$ cat config.mk
export PLATFORM = sky130hd
export DESIGN_NAME = wdt_timer
export DESIGN_NICKNAME = d
export VERILOG_FILES = /design/src/inc/wdt_pkg.sv /design/src/inc/wdt_tick_if.sv /design/src/verilog/wdt_prescale.sv /design/src/verilog/wdt_timer.sv
export SDC_FILE = /design/constraint.sdc
export NUM_CORES = 1
export LEC_CHECK = 0
export ABC_AREA = 1
export BUFFER_PORTS_ARGS = -buffer_cell sky130_fd_sc_hd__buf_4
export CAP_MARGIN = 0
export CORE_MARGIN = 5
export CORE_UTILIZATION = 50
export DETAILED_ROUTE_END_ITERATION = 6
export PLACE_DENSITY_LB_ADDON = 0.1
export SLEW_MARGIN = 20
export SYNTH_ARGS = -nofsm -noshare
export SYNTH_HDL_FRONTEND = slang
export SYNTH_HIERARCHICAL = 1
export SYNTH_SLANG_ARGS = --single-unit
$ cat constraint.sdc
create_clock -name clk -period 3.5 [get_ports clk]
set_input_delay 0.35 -clock clk [delete_from_list [all_inputs] [get_ports clk]]
set_output_delay 0.35 -clock clk [all_outputs]
set_load 0.005 [all_outputs]
$ cat src/inc/wdt_pkg.sv
package wdt_pkg;

    // ----------------------------------------------------------------
    // register map (word indexes; byte address is four times the index)
    // ----------------------------------------------------------------
    localparam int unsigned WDT_IDX_W = 30;
    localparam logic [29:0] WDT_IDX_PERIOD_SEL = 30'h0000FF42;
    localparam logic [29:0] WDT_IDX_MODE = 30'h0000FF43;
    localparam logic [29:0] WDT_IDX_IRQ = 30'h0000FF44;

    localparam int unsigned WDT_REG_W = 8;
    localparam int unsigned WDT_BUS_W = 32;

    // ----------------------------------------------------------------
    // field layout and reset values
    // ----------------------------------------------------------------
    localparam int unsigned WDT_PSEL_W = 3;
    localparam int unsigned WDT_MODE_RUN_BIT = 7;
    localparam int unsigned WDT_MODE_EN_BIT = 4;
    localparam int unsigned WDT_MODE_RSEL_BIT = 3;
    localparam int unsigned WDT_IRQ_FLAG_BIT = 0;
    localparam int unsigned WDT_IRQ_MASK_BIT = 1;
    localparam int unsigned WDT_IRQ_PRIO_BIT = 2;

    localparam logic [7:0] WDT_PSEL_RST = 8'h00;
    localparam logic [7:0] WDT_MODE_RST = 8'h00;
    localparam logic [7:0] WDT_IRQ_RST = 8'h06;

    // ----------------------------------------------------------------
    // timing
    // ----------------------------------------------------------------
    // low stage kept at 2^4 cycles: under 0.5% of the shortest period
    localparam int unsigned WDT_PRE_BITS = 4;
    localparam int unsigned WDT_MAX_EXP = 20;

    typedef logic [7:0][4:0] wdt_exp_tab_t;
    // period exponents for select codes 7 down to 0
    localparam wdt_exp_tab_t WDT_OVF_EXP = {5'h14, 5'h12, 5'h11, 5'h10,
                                            5'h0F, 5'h0E, 5'h0D, 5'h0C};

    // ----------------------------------------------------------------
    // bus and mode encodings
    // ----------------------------------------------------------------
    localparam int unsigned WDT_HTRANS_ACT_BIT = 1;

    typedef enum logic [1:0]
    {
        WDT_MODE_INTERVAL,
        WDT_MODE_NMI,
        WDT_MODE_RESET
    } wdt_mode_t;

endpackage

$ cat src/inc/wdt_tick_if.sv
`timescale 1ns/1ps

interface wdt_tick_if;
    logic run_en;
    logic tick;

    modport src
    (
        input run_en,
        output tick
    );

    modport dst
    (
        output run_en,
        input tick
    );
endinterface // wdt_tick_if

$ cat src/verilog/wdt_prescale.sv
`timescale 1ns/1ps

module wdt_prescale #(
    parameter int unsigned PRE_BITS = wdt_pkg::WDT_PRE_BITS
) (
    input wire logic clk,
    input wire logic reset_n,
    wdt_tick_if.src tk
);

    logic [PRE_BITS-1:0] pre_cnt;

    // ----------------------------------------------------------------
    // low stage
    // ----------------------------------------------------------------
    // never cleared by a restart, only frozen
    always_ff @(posedge clk or negedge reset_n)
    begin
        if (!reset_n)
            pre_cnt <= '0;
        else if (tk.run_en)
            pre_cnt <= pre_cnt + PRE_BITS'(1);
    end

    assign tk.tick = tk.run_en & (&pre_cnt);

endmodule // wdt_prescale

$ cat src/verilog/wdt_timer.sv
// Decided for this implementation: register access over AHB-Lite.
`timescale 1ns/1ps
// Function
// - select code picks period 2^12..2^18, 2^20
// - reset clears period select and mode registers, interval mode
// - run bit clears counter and starts counting
// - run bit sticky until hardware reset
// - mode bits pick interval, nmi or reset
// - mode bits sticky until hardware reset
// - restart leaves low stage running, slight early
// - enabling watchdog with flag set gives nmi
// - counts in halt, freezes in stop
// - interval irq obeys mask flag; priority bit only passed out
// - interval irq has top default priority

module wdt_timer #(
    parameter wdt_pkg::wdt_exp_tab_t OVF_EXP = wdt_pkg::WDT_OVF_EXP,
    parameter int unsigned PRE_BITS = wdt_pkg::WDT_PRE_BITS
) (
    input wire logic clk,
    input wire logic reset_n,
    // ahb-lite slave
    input wire logic hsel,
    input wire logic [31:0] haddr,
    input wire logic [1:0] htrans,
    input wire logic hwrite,
    input wire logic [2:0] hsize,
    input wire logic [31:0] hwdata,
    input wire logic hready,
    output logic hreadyout,
    output logic hresp,
    output logic [31:0] hrdata,
    // system side
    input wire logic halt_mode,
    input wire logic stop_mode,
    input wire logic irq_ack,
    output logic wd_interval_irq,
    output logic wd_irq_priority,
    output logic nmi_req,
    output logic sys_reset_req
);

    localparam int unsigned CNT_W = wdt_pkg::WDT_MAX_EXP - PRE_BITS;
    localparam int unsigned RW = wdt_pkg::WDT_REG_W;

    // ----------------------------------------------------------------
    // registers and state
    // ----------------------------------------------------------------
    logic [wdt_pkg::WDT_PSEL_W-1:0] period_sel;
    logic run;
    logic watchdog_enable_bit;
    logic reset_select_bit;
    logic wd_irq_flag;
    logic wd_irq_mask;
    logic [CNT_W-1:0] count;

    logic dph_write;
    logic [wdt_pkg::WDT_IDX_W-1:0] dph_idx;

    logic addr_phase;
    logic wr_psel;
    logic wr_mode;
    logic wr_irq;
    logic restart;
    logic at_limit;
    logic overflow;
    logic en_with_flag;
    logic [CNT_W-1:0] limit;
    logic [RW-1:0] wbyte;
    logic [RW-1:0] next_rdata;
    wdt_pkg::wdt_mode_t mode;

    wdt_tick_if tk ();

    // ----------------------------------------------------------------
    // bus front end
    // ----------------------------------------------------------------
    assign addr_phase = hsel & hready & htrans[wdt_pkg::WDT_HTRANS_ACT_BIT];

    always_ff @(posedge clk or negedge reset_n)
    begin
        if (!reset_n)
        begin
            dph_write <= 1'h0;
            dph_idx <= '0;
        end
        else if (hready)
        begin
            dph_write <= addr_phase & hwrite;
            dph_idx <= haddr[31:2];
        end
    end

    // zero wait state; answer is always okay
    always_ff @(posedge clk or negedge reset_n)
    begin
        if (!reset_n)
        begin
            hreadyout <= 1'h1;
            hresp <= 1'h0;
        end
        else
        begin
            hreadyout <= 1'h1;
            hresp <= 1'h0;
        end
    end

    assign wbyte = hwdata[RW-1:0];
    assign wr_psel = dph_write && dph_idx == wdt_pkg::WDT_IDX_PERIOD_SEL;
    assign wr_mode = dph_write && dph_idx == wdt_pkg::WDT_IDX_MODE;
    assign wr_irq = dph_write && dph_idx == wdt_pkg::WDT_IDX_IRQ;

    // read data sampled in the address phase; the master never overlaps
    // a read address with a write data phase, so no bypass is needed
    always_comb
    begin
        next_rdata = '0;
        case (haddr[31:2])
            wdt_pkg::WDT_IDX_PERIOD_SEL:
                next_rdata[wdt_pkg::WDT_PSEL_W-1:0] = period_sel;
            wdt_pkg::WDT_IDX_MODE:
            begin
                next_rdata[wdt_pkg::WDT_MODE_RUN_BIT] = run;
                next_rdata[wdt_pkg::WDT_MODE_EN_BIT] = watchdog_enable_bit;
                next_rdata[wdt_pkg::WDT_MODE_RSEL_BIT] = reset_select_bit;
            end
            wdt_pkg::WDT_IDX_IRQ:
            begin
                next_rdata[wdt_pkg::WDT_IRQ_FLAG_BIT] = wd_irq_flag;
                next_rdata[wdt_pkg::WDT_IRQ_MASK_BIT] = wd_irq_mask;
                next_rdata[wdt_pkg::WDT_IRQ_PRIO_BIT] = wd_irq_priority;
            end
            default:
                next_rdata = '0;
        endcase
    end

    always_ff @(posedge clk or negedge reset_n)
    begin
        if (!reset_n)
            hrdata <= '0;
        else if (addr_phase && !hwrite)
            hrdata <= {{(wdt_pkg::WDT_BUS_W - RW){1'h0}}, next_rdata};
    end

    // ----------------------------------------------------------------
    // period select register
    // ----------------------------------------------------------------
    // upper bits are not stored and read back as zero
    always_ff @(posedge clk or negedge reset_n)
    begin
        if (!reset_n)
            period_sel <= wdt_pkg::WDT_PSEL_RST[wdt_pkg::WDT_PSEL_W-1:0];
        else if (wr_psel)
            period_sel <= wbyte[wdt_pkg::WDT_PSEL_W-1:0];
    end

    // ----------------------------------------------------------------
    // mode / restart register
    // ----------------------------------------------------------------
    assign restart = wr_mode & wbyte[wdt_pkg::WDT_MODE_RUN_BIT];

    always_ff @(posedge clk or negedge reset_n)
    begin
        if (!reset_n)
        begin
            run <= wdt_pkg::WDT_MODE_RST[wdt_pkg::WDT_MODE_RUN_BIT];
            watchdog_enable_bit <= wdt_pkg::WDT_MODE_RST[
                wdt_pkg::WDT_MODE_EN_BIT];
            reset_select_bit <= wdt_pkg::WDT_MODE_RST[
                wdt_pkg::WDT_MODE_RSEL_BIT];
        end
        else if (wr_mode)
        begin
            // bits only ever set; a zero write cannot stop or leave a mode
            run <= run | wbyte[wdt_pkg::WDT_MODE_RUN_BIT];
            watchdog_enable_bit <= watchdog_enable_bit
                | wbyte[wdt_pkg::WDT_MODE_EN_BIT];
            reset_select_bit <= reset_select_bit
                | wbyte[wdt_pkg::WDT_MODE_RSEL_BIT];
        end
    end

    // decoded action on overflow
    always_comb
    begin
        if (!watchdog_enable_bit)
            mode = wdt_pkg::WDT_MODE_INTERVAL;
        else if (!reset_select_bit)
            mode = wdt_pkg::WDT_MODE_NMI;
        else
            mode = wdt_pkg::WDT_MODE_RESET;
    end

    // ----------------------------------------------------------------
    // interrupt flag, mask and priority register
    // ----------------------------------------------------------------
    always_ff @(posedge clk or negedge reset_n)
    begin
        if (!reset_n)
        begin
            wd_irq_mask <= wdt_pkg::WDT_IRQ_RST[wdt_pkg::WDT_IRQ_MASK_BIT];
            wd_irq_priority <= wdt_pkg::WDT_IRQ_RST[
                wdt_pkg::WDT_IRQ_PRIO_BIT];
        end
        else if (wr_irq)
        begin
            wd_irq_mask <= wbyte[wdt_pkg::WDT_IRQ_MASK_BIT];
            wd_irq_priority <= wbyte[wdt_pkg::WDT_IRQ_PRIO_BIT];
        end
    end

    // sticky; an overflow in the clearing cycle still sets it
    always_ff @(posedge clk or negedge reset_n)
    begin
        if (!reset_n)
            wd_irq_flag <= wdt_pkg::WDT_IRQ_RST[wdt_pkg::WDT_IRQ_FLAG_BIT];
        else if (overflow)
            wd_irq_flag <= 1'h1;
        else if (irq_ack)
            wd_irq_flag <= 1'h0;
        else if (wr_irq && !wbyte[wdt_pkg::WDT_IRQ_FLAG_BIT])
            wd_irq_flag <= 1'h0;
    end

    // ----------------------------------------------------------------
    // counting chain
    // ----------------------------------------------------------------
    // halt is not looked at: besides a clear run bit, only stop freezes the chain
    assign tk.run_en = run & ~stop_mode;

    wdt_prescale #(
        .PRE_BITS(PRE_BITS)
    ) u_prescale (
        .clk(clk),
        .reset_n(reset_n),
        .tk(tk)
    );

    function automatic logic [CNT_W-1:0] ovf_limit(input logic [4:0] e);
        logic [CNT_W:0] one;
        one = (CNT_W + 1)'(1);
        ovf_limit = CNT_W'((one << (e - 5'(PRE_BITS))) - one);
    endfunction

    assign limit = ovf_limit(OVF_EXP[period_sel]);
    assign at_limit = count == limit;
    // a restart in the same cycle wins over the overflow
    assign overflow = tk.tick & at_limit & ~restart;

    always_ff @(posedge clk or negedge reset_n)
    begin
        if (!reset_n)
            count <= '0;
        else if (restart)
            count <= '0;
        else if (tk.tick)
            count <= at_limit ? '0 : count + CNT_W'(1);
    end

    // ----------------------------------------------------------------
    // overflow actions
    // ----------------------------------------------------------------
    // flag already up when the watchdog bit goes from 0 to 1
    assign en_with_flag = wr_mode & wbyte[wdt_pkg::WDT_MODE_EN_BIT]
        & ~watchdog_enable_bit & wd_irq_flag;

    always_ff @(posedge clk or negedge reset_n)
    begin
        if (!reset_n)
        begin
            nmi_req <= 1'h0;
            sys_reset_req <= 1'h0;
        end
        else
        begin
            nmi_req <= en_with_flag
                | (overflow & (mode == wdt_pkg::WDT_MODE_NMI));
            sys_reset_req <= overflow
                & (mode == wdt_pkg::WDT_MODE_RESET);
        end
    end

    // priority bit passed through; the controller ranks this source
    // first among maskable ones by default
    always_ff @(posedge clk or negedge reset_n)
    begin
        if (!reset_n)
            wd_interval_irq <= 1'h0;
        else
            wd_interval_irq <= wd_irq_flag & ~wd_irq_mask
                & (mode == wdt_pkg::WDT_MODE_INTERVAL);
    end

endmodule // wdt_timer

==> PnR_summary.wiki <==
{| class="wikitable"
! Metric !! Value
|-
| Vias || about 3300
|-
| Die width || between 90 and 100 µm
|-
| Clock H-tree levels || 3
|-
| Number of warnings issued by yosys || 6
|-
| DRC violation total after the first TritonRoute iteration || between 100 and 150
|-
| Initial antenna violation count || 0
|-
| Syn Area/Cell || ~7.7 µm²
|-
| Final Hold Vio Count || 0
|-
| Overflow after GRT || 0
|-
| Main combinational cell family by area after synthesis || simple AND/OR/NAND/NOR gates
|-
| Max IR drop VDD || 0.000314 V
|-
| DRC Markers || 0
|-
| Worst setup path endpoint || count[8]$_DFFE_PN0P_
|-
| Endpoint of the worst register-to-register path || count[8]$_DFFE_PN0P_
|-
| Number of rows in the core area || 32
|-
| Die extent in y || between 90 and 100 µm
|-
| Arrival time at the worst endpoint || about 2.0 ns
|-
| Final clock period utilization by the worst path || 50.9%
|-
| Critical path startpoint category || flop
|-
| Leakage power of the design || 2.36 nW
|-
| Reg area || 1730 µm²
|-
| Multi-input combinational cell area || approximately 1800 µm²
|-
| Commonest non-fill, non-tap cells in the layout || sky130_fd_sc_hd__nand2_1, sky130_fd_sc_hd__dfrtp_1, sky130_fd_sc_hd__nor2_1
|-
| Share of synthesized registers carrying an async set or reset || 100%
|-
| Post-Layout Inst Area || 4470 µm²
|-
| Worst relative slew slack || 42.0%
|-
| Portion of netlist area occupied by mux cells || 4.61%
|-
| Skew-Pair Late Insertion Delay || ~0.35 ns
|-
| Count of different cell masters after synthesis || 35
|-
| Source of the worst register-to-register timing path || run$_DFFE_PN0P_
|-
| Number of cell instances on the worst register-to-register path || 10
|-
| Time the final worst path needs with I/O delays and setup || 1.78 ns
|-
| Final setup violation count || 0
|-
| Post-synthesis sequential area ratio || 44.2%
|-
| Transition time of the tightest slew-check pin || 0.870 ns
|-
| Highest attainable clock frequency || 0.562 GHz
|-
| Compound-cell area share of the yosys netlist || 3.52%
|-
| TritonCTS buffer count || 9
|-
| #FFs+latches synth || 69
|-
| Number of maximum-capacitance constraint violations || 0
|-
| CP max FO || 19
|-
| Most instantiated flip-flop cell in the synthesis netlist || sky130_fd_sc_hd__dfrtp_1
|-
| Post-synthesis adder-cell area fraction || 0.640%
|-
| Number of standard cells after synthesis || 507
|-
| Final WL || approximately 8500 µm
|-
| PortBufs || between 50 and 60
|-
| Most common cell after layout, fill and taps aside || sky130_fd_sc_hd__nand2_1
|-
| Sink count of the clock tree || 69
|-
| Total iterations of the first detailed-routing run || 4
|-
| Final-layout fill cell count || 749
|-
| Share of the synthesized netlist area taken by xor and xnor gates || 2.24%
|-
| Number of synthesized flops with an enable pin || 0
|-
| Total Negative Setup Slacks || 0 ns
|-
| Average wire length per cell after detail routing || 12.7 µm
|-
| Detailed-route vias per instance || 4.88
|-
| Final Wtd Congestion || 0.859
|-
| Area overhead of the layout relative to synthesis || 14.3%
|-
| Post-cts hold buffer count || 0
|-
| First-pass GRT wire length || about 14000 µm
|-
| Maximum number of pins on one net before global-route repair || 70
|-
| Vias in the first global route || 3061
|-
| Initial core utilization || around 51%
|-
| Syn Std Cell Area || 3910 µm²
|-
| Launching element of the worst setup path || run$_DFFE_PN0P_
|-
| Detailed Place HPWL || roughly 6000 µm
|-
| Total cell area at the placement stage || 4270 µm²
|-
| Proportion of layout cells with a drive suffix above 1 || 18.8%
|-
| Remaining number of nets flagged by the antenna check after routing || 0
|-
| Setup repair after global routing missed its margin || false
|-
| Die footprint || 9690 µm²
|-
| CTS tree || done
|-
| Worst-case register-to-register setup slack || 1.72 ns
|-
| Run status || complete, no violations
|-
| Final clock skew || ~0.0088 ns
|-
| Count of boundary I/O pins || 115
|-
| Pwr Total || roughly 1.8 mW
|-
| Post-CTS Resized || 0
|-
| Fin. max-slew vios || 0
|-
| Class of the most critical setup path || flop to flop
|-
| Post-CTS setup repair buffer count || 0
|-
| Power per unit of standard cell area || ~400 nW/µm²
|-
| HP Class || primary input to async pin
|-
| Number of nets in the finished design || between 600 and 700
|-
| Max Root-Sink Buffers || 2
|-
| Required time at the endpoint of the critical path || approximately 3.7 ns
|-
| Buffer cell driving the clock tree root || sky130_fd_sc_hd__clkbuf_8
|-
| Floorplan Core Area || around 7700 µm²
|-
| Area share of and/or/nand/nor cells after synthesis || approximately a third
|-
| Overall fraction of global-route tracks in use || 18.2%
|-
| CP Capture Type || flop
|-
| Clock transition at path regs || 0.08 ns
|-
| Diodes inserted || 0
|}
## through the flow
stage / util [%] / setup WS [ns] / cells / hold slack [ns]
after detailed placement: 55.5 / 1.66 / 650 / 0.472
after floorplan: - / 1.82 / 533 / 0.0544
final: 58.1 / 1.72 / 666 / 0.109
after CTS: 58.1 / 1.71 / 666 / 0.150
after global routing: 58.1 / 1.51 / 666 / 0.181
after global placement: 55.5 / 1.68 / 650 / 0.467
## layer usage
layer  vias up  track usage [%]  share of wire [%]
met5         -                0                  0
met2        86             27.9                 45
met3        11             5.24                6.2
li1       1657                -                  -
met1      1498             25.3                 47
met4         0             5.36                1.7
## cell type report
| type | instances | share of cell area, % |
|---|---|---|
| Tap cell | 102 | 2.86 |
| Clock buffer | 10 | 3.08 |
| Inverter | 60 | 5.04 |
| Timing Repair Buffer | 54 | 9.07 |
| Clock inverter | 6 | 1.40 |
| Sequential cell | 69 | 38.7 |
| Multi-Input combinational cell | 365 | 39.8 |
## state kept, by name, indices dropped and copies added (netlist names), 3 cells and up
| name | count |
|---|---|
| dph_idx | 30 |
| count | 16 |
| hrdata | 6 |
| u_prescale/pre_cnt | 4 |
| period_sel | 3 |
## Yosys cell counts (2+ instances only)
| cell type | n | share of area (%) |
|---|---|---|
| sky130_fd_sc_hd__buf_2 | 4 | 0.51 |
| sky130_fd_sc_hd__nor2_2 | 3 | 0.48 |
| sky130_fd_sc_hd__buf_1 | 2 | 0.19 |
| sky130_fd_sc_hd__xnor2_1 | 2 | 0.45 |
| sky130_fd_sc_hd__nand2_1 | 147 | 14 |
| sky130_fd_sc_hd__dfrtp_1 | 67 | 43 |
| sky130_fd_sc_hd__inv_2 | 4 | 0.38 |
| sky130_fd_sc_hd__conb_1 | 2 | 0.19 |
| sky130_fd_sc_hd__a21oi_1 | 5 | 0.64 |
| sky130_fd_sc_hd__nor2_1 | 60 | 5.8 |
| sky130_fd_sc_hd__xor2_1 | 8 | 1.8 |
| sky130_fd_sc_hd__buf_6 | 2 | 0.58 |
| sky130_fd_sc_hd__nand3_1 | 30 | 3.8 |
| sky130_fd_sc_hd__buf_4 | 28 | 5.4 |
| sky130_fd_sc_hd__nand2_2 | 2 | 0.32 |
| sky130_fd_sc_hd__nor3_1 | 5 | 0.64 |
| sky130_fd_sc_hd__inv_1 | 55 | 5.3 |
| sky130_fd_sc_hd__clkbuf_1 | 3 | 0.29 |
| sky130_fd_sc_hd__dfstp_2 | 2 | 1.3 |
| sky130_fd_sc_hd__nand4_1 | 26 | 4.2 |
| sky130_fd_sc_hd__mux2_2 | 16 | 4.6 |
| sky130_fd_sc_hd__or2_2 | 3 | 0.48 |
| sky130_fd_sc_hd__o21ai_0 | 18 | 2.3 |
| sky130_fd_sc_hd__ha_1 | 2 | 0.64 |
## how the worst min path moves through the flow
stage,from,cells after the start,to,slack [ns]
after global routing,reset_n,1,dph_idx[20]$_DFFE_PN0P_,0.18
after CTS,reset_n,1,dph_idx[19]$_DFFE_PN0P_,0.15
final,reset_n,1,dph_idx[20]$_DFFE_PN0P_,0.11
after floorplan,reset_n,0,count[0]$_DFFE_PN0P_,0.05
after global placement,hrdata[1]$_DFFE_PN0P_,2,hrdata[1]$_DFFE_PN0P_,0.47
after detailed placement,hrdata[0]$_DFFE_PN0P_,2,hrdata[0]$_DFFE_PN0P_,0.47
## cells by family (layout without fill, tap and decap cells)
group,count (synthesis),in the layout
simple gates,283,283
buf+inv,99,130
flops,69,69
compound gates,26,26
mux,16,16
xor+xnor,10,10
fa+ha+maj,2,2
other cells,2,28
## power breakdown
| group | switching (mW) | leakage (nW) | internal (mW) |
|---|---|---|---|
| clock | 0.314 | 0.0943 | 0.346 |
| sequential | 0.0471 | 0.854 | 0.867 |
| combinational | 0.126 | 1.41 | 0.101 |
| total | 0.487 | 2.36 | 1.31 |
## critical path, stage by stage (launching register included)
cell and delay (ns):
sky130_fd_sc_hd__dfrtp_1 0.35, sky130_fd_sc_hd__inv_1 0.06, sky130_fd_sc_hd__nor2_1 0.25, sky130_fd_sc_hd__nand2_1 0.15
sky130_fd_sc_hd__nor3b_2 0.16, sky130_fd_sc_hd__buf_4 0.26, sky130_fd_sc_hd__inv_1 0.08, sky130_fd_sc_hd__nand2_2 0.07
sky130_fd_sc_hd__inv_2 0.13, sky130_fd_sc_hd__nand2_1 0.10, sky130_fd_sc_hd__nand2_1 0.05
(Power assumes the default switching activity.)
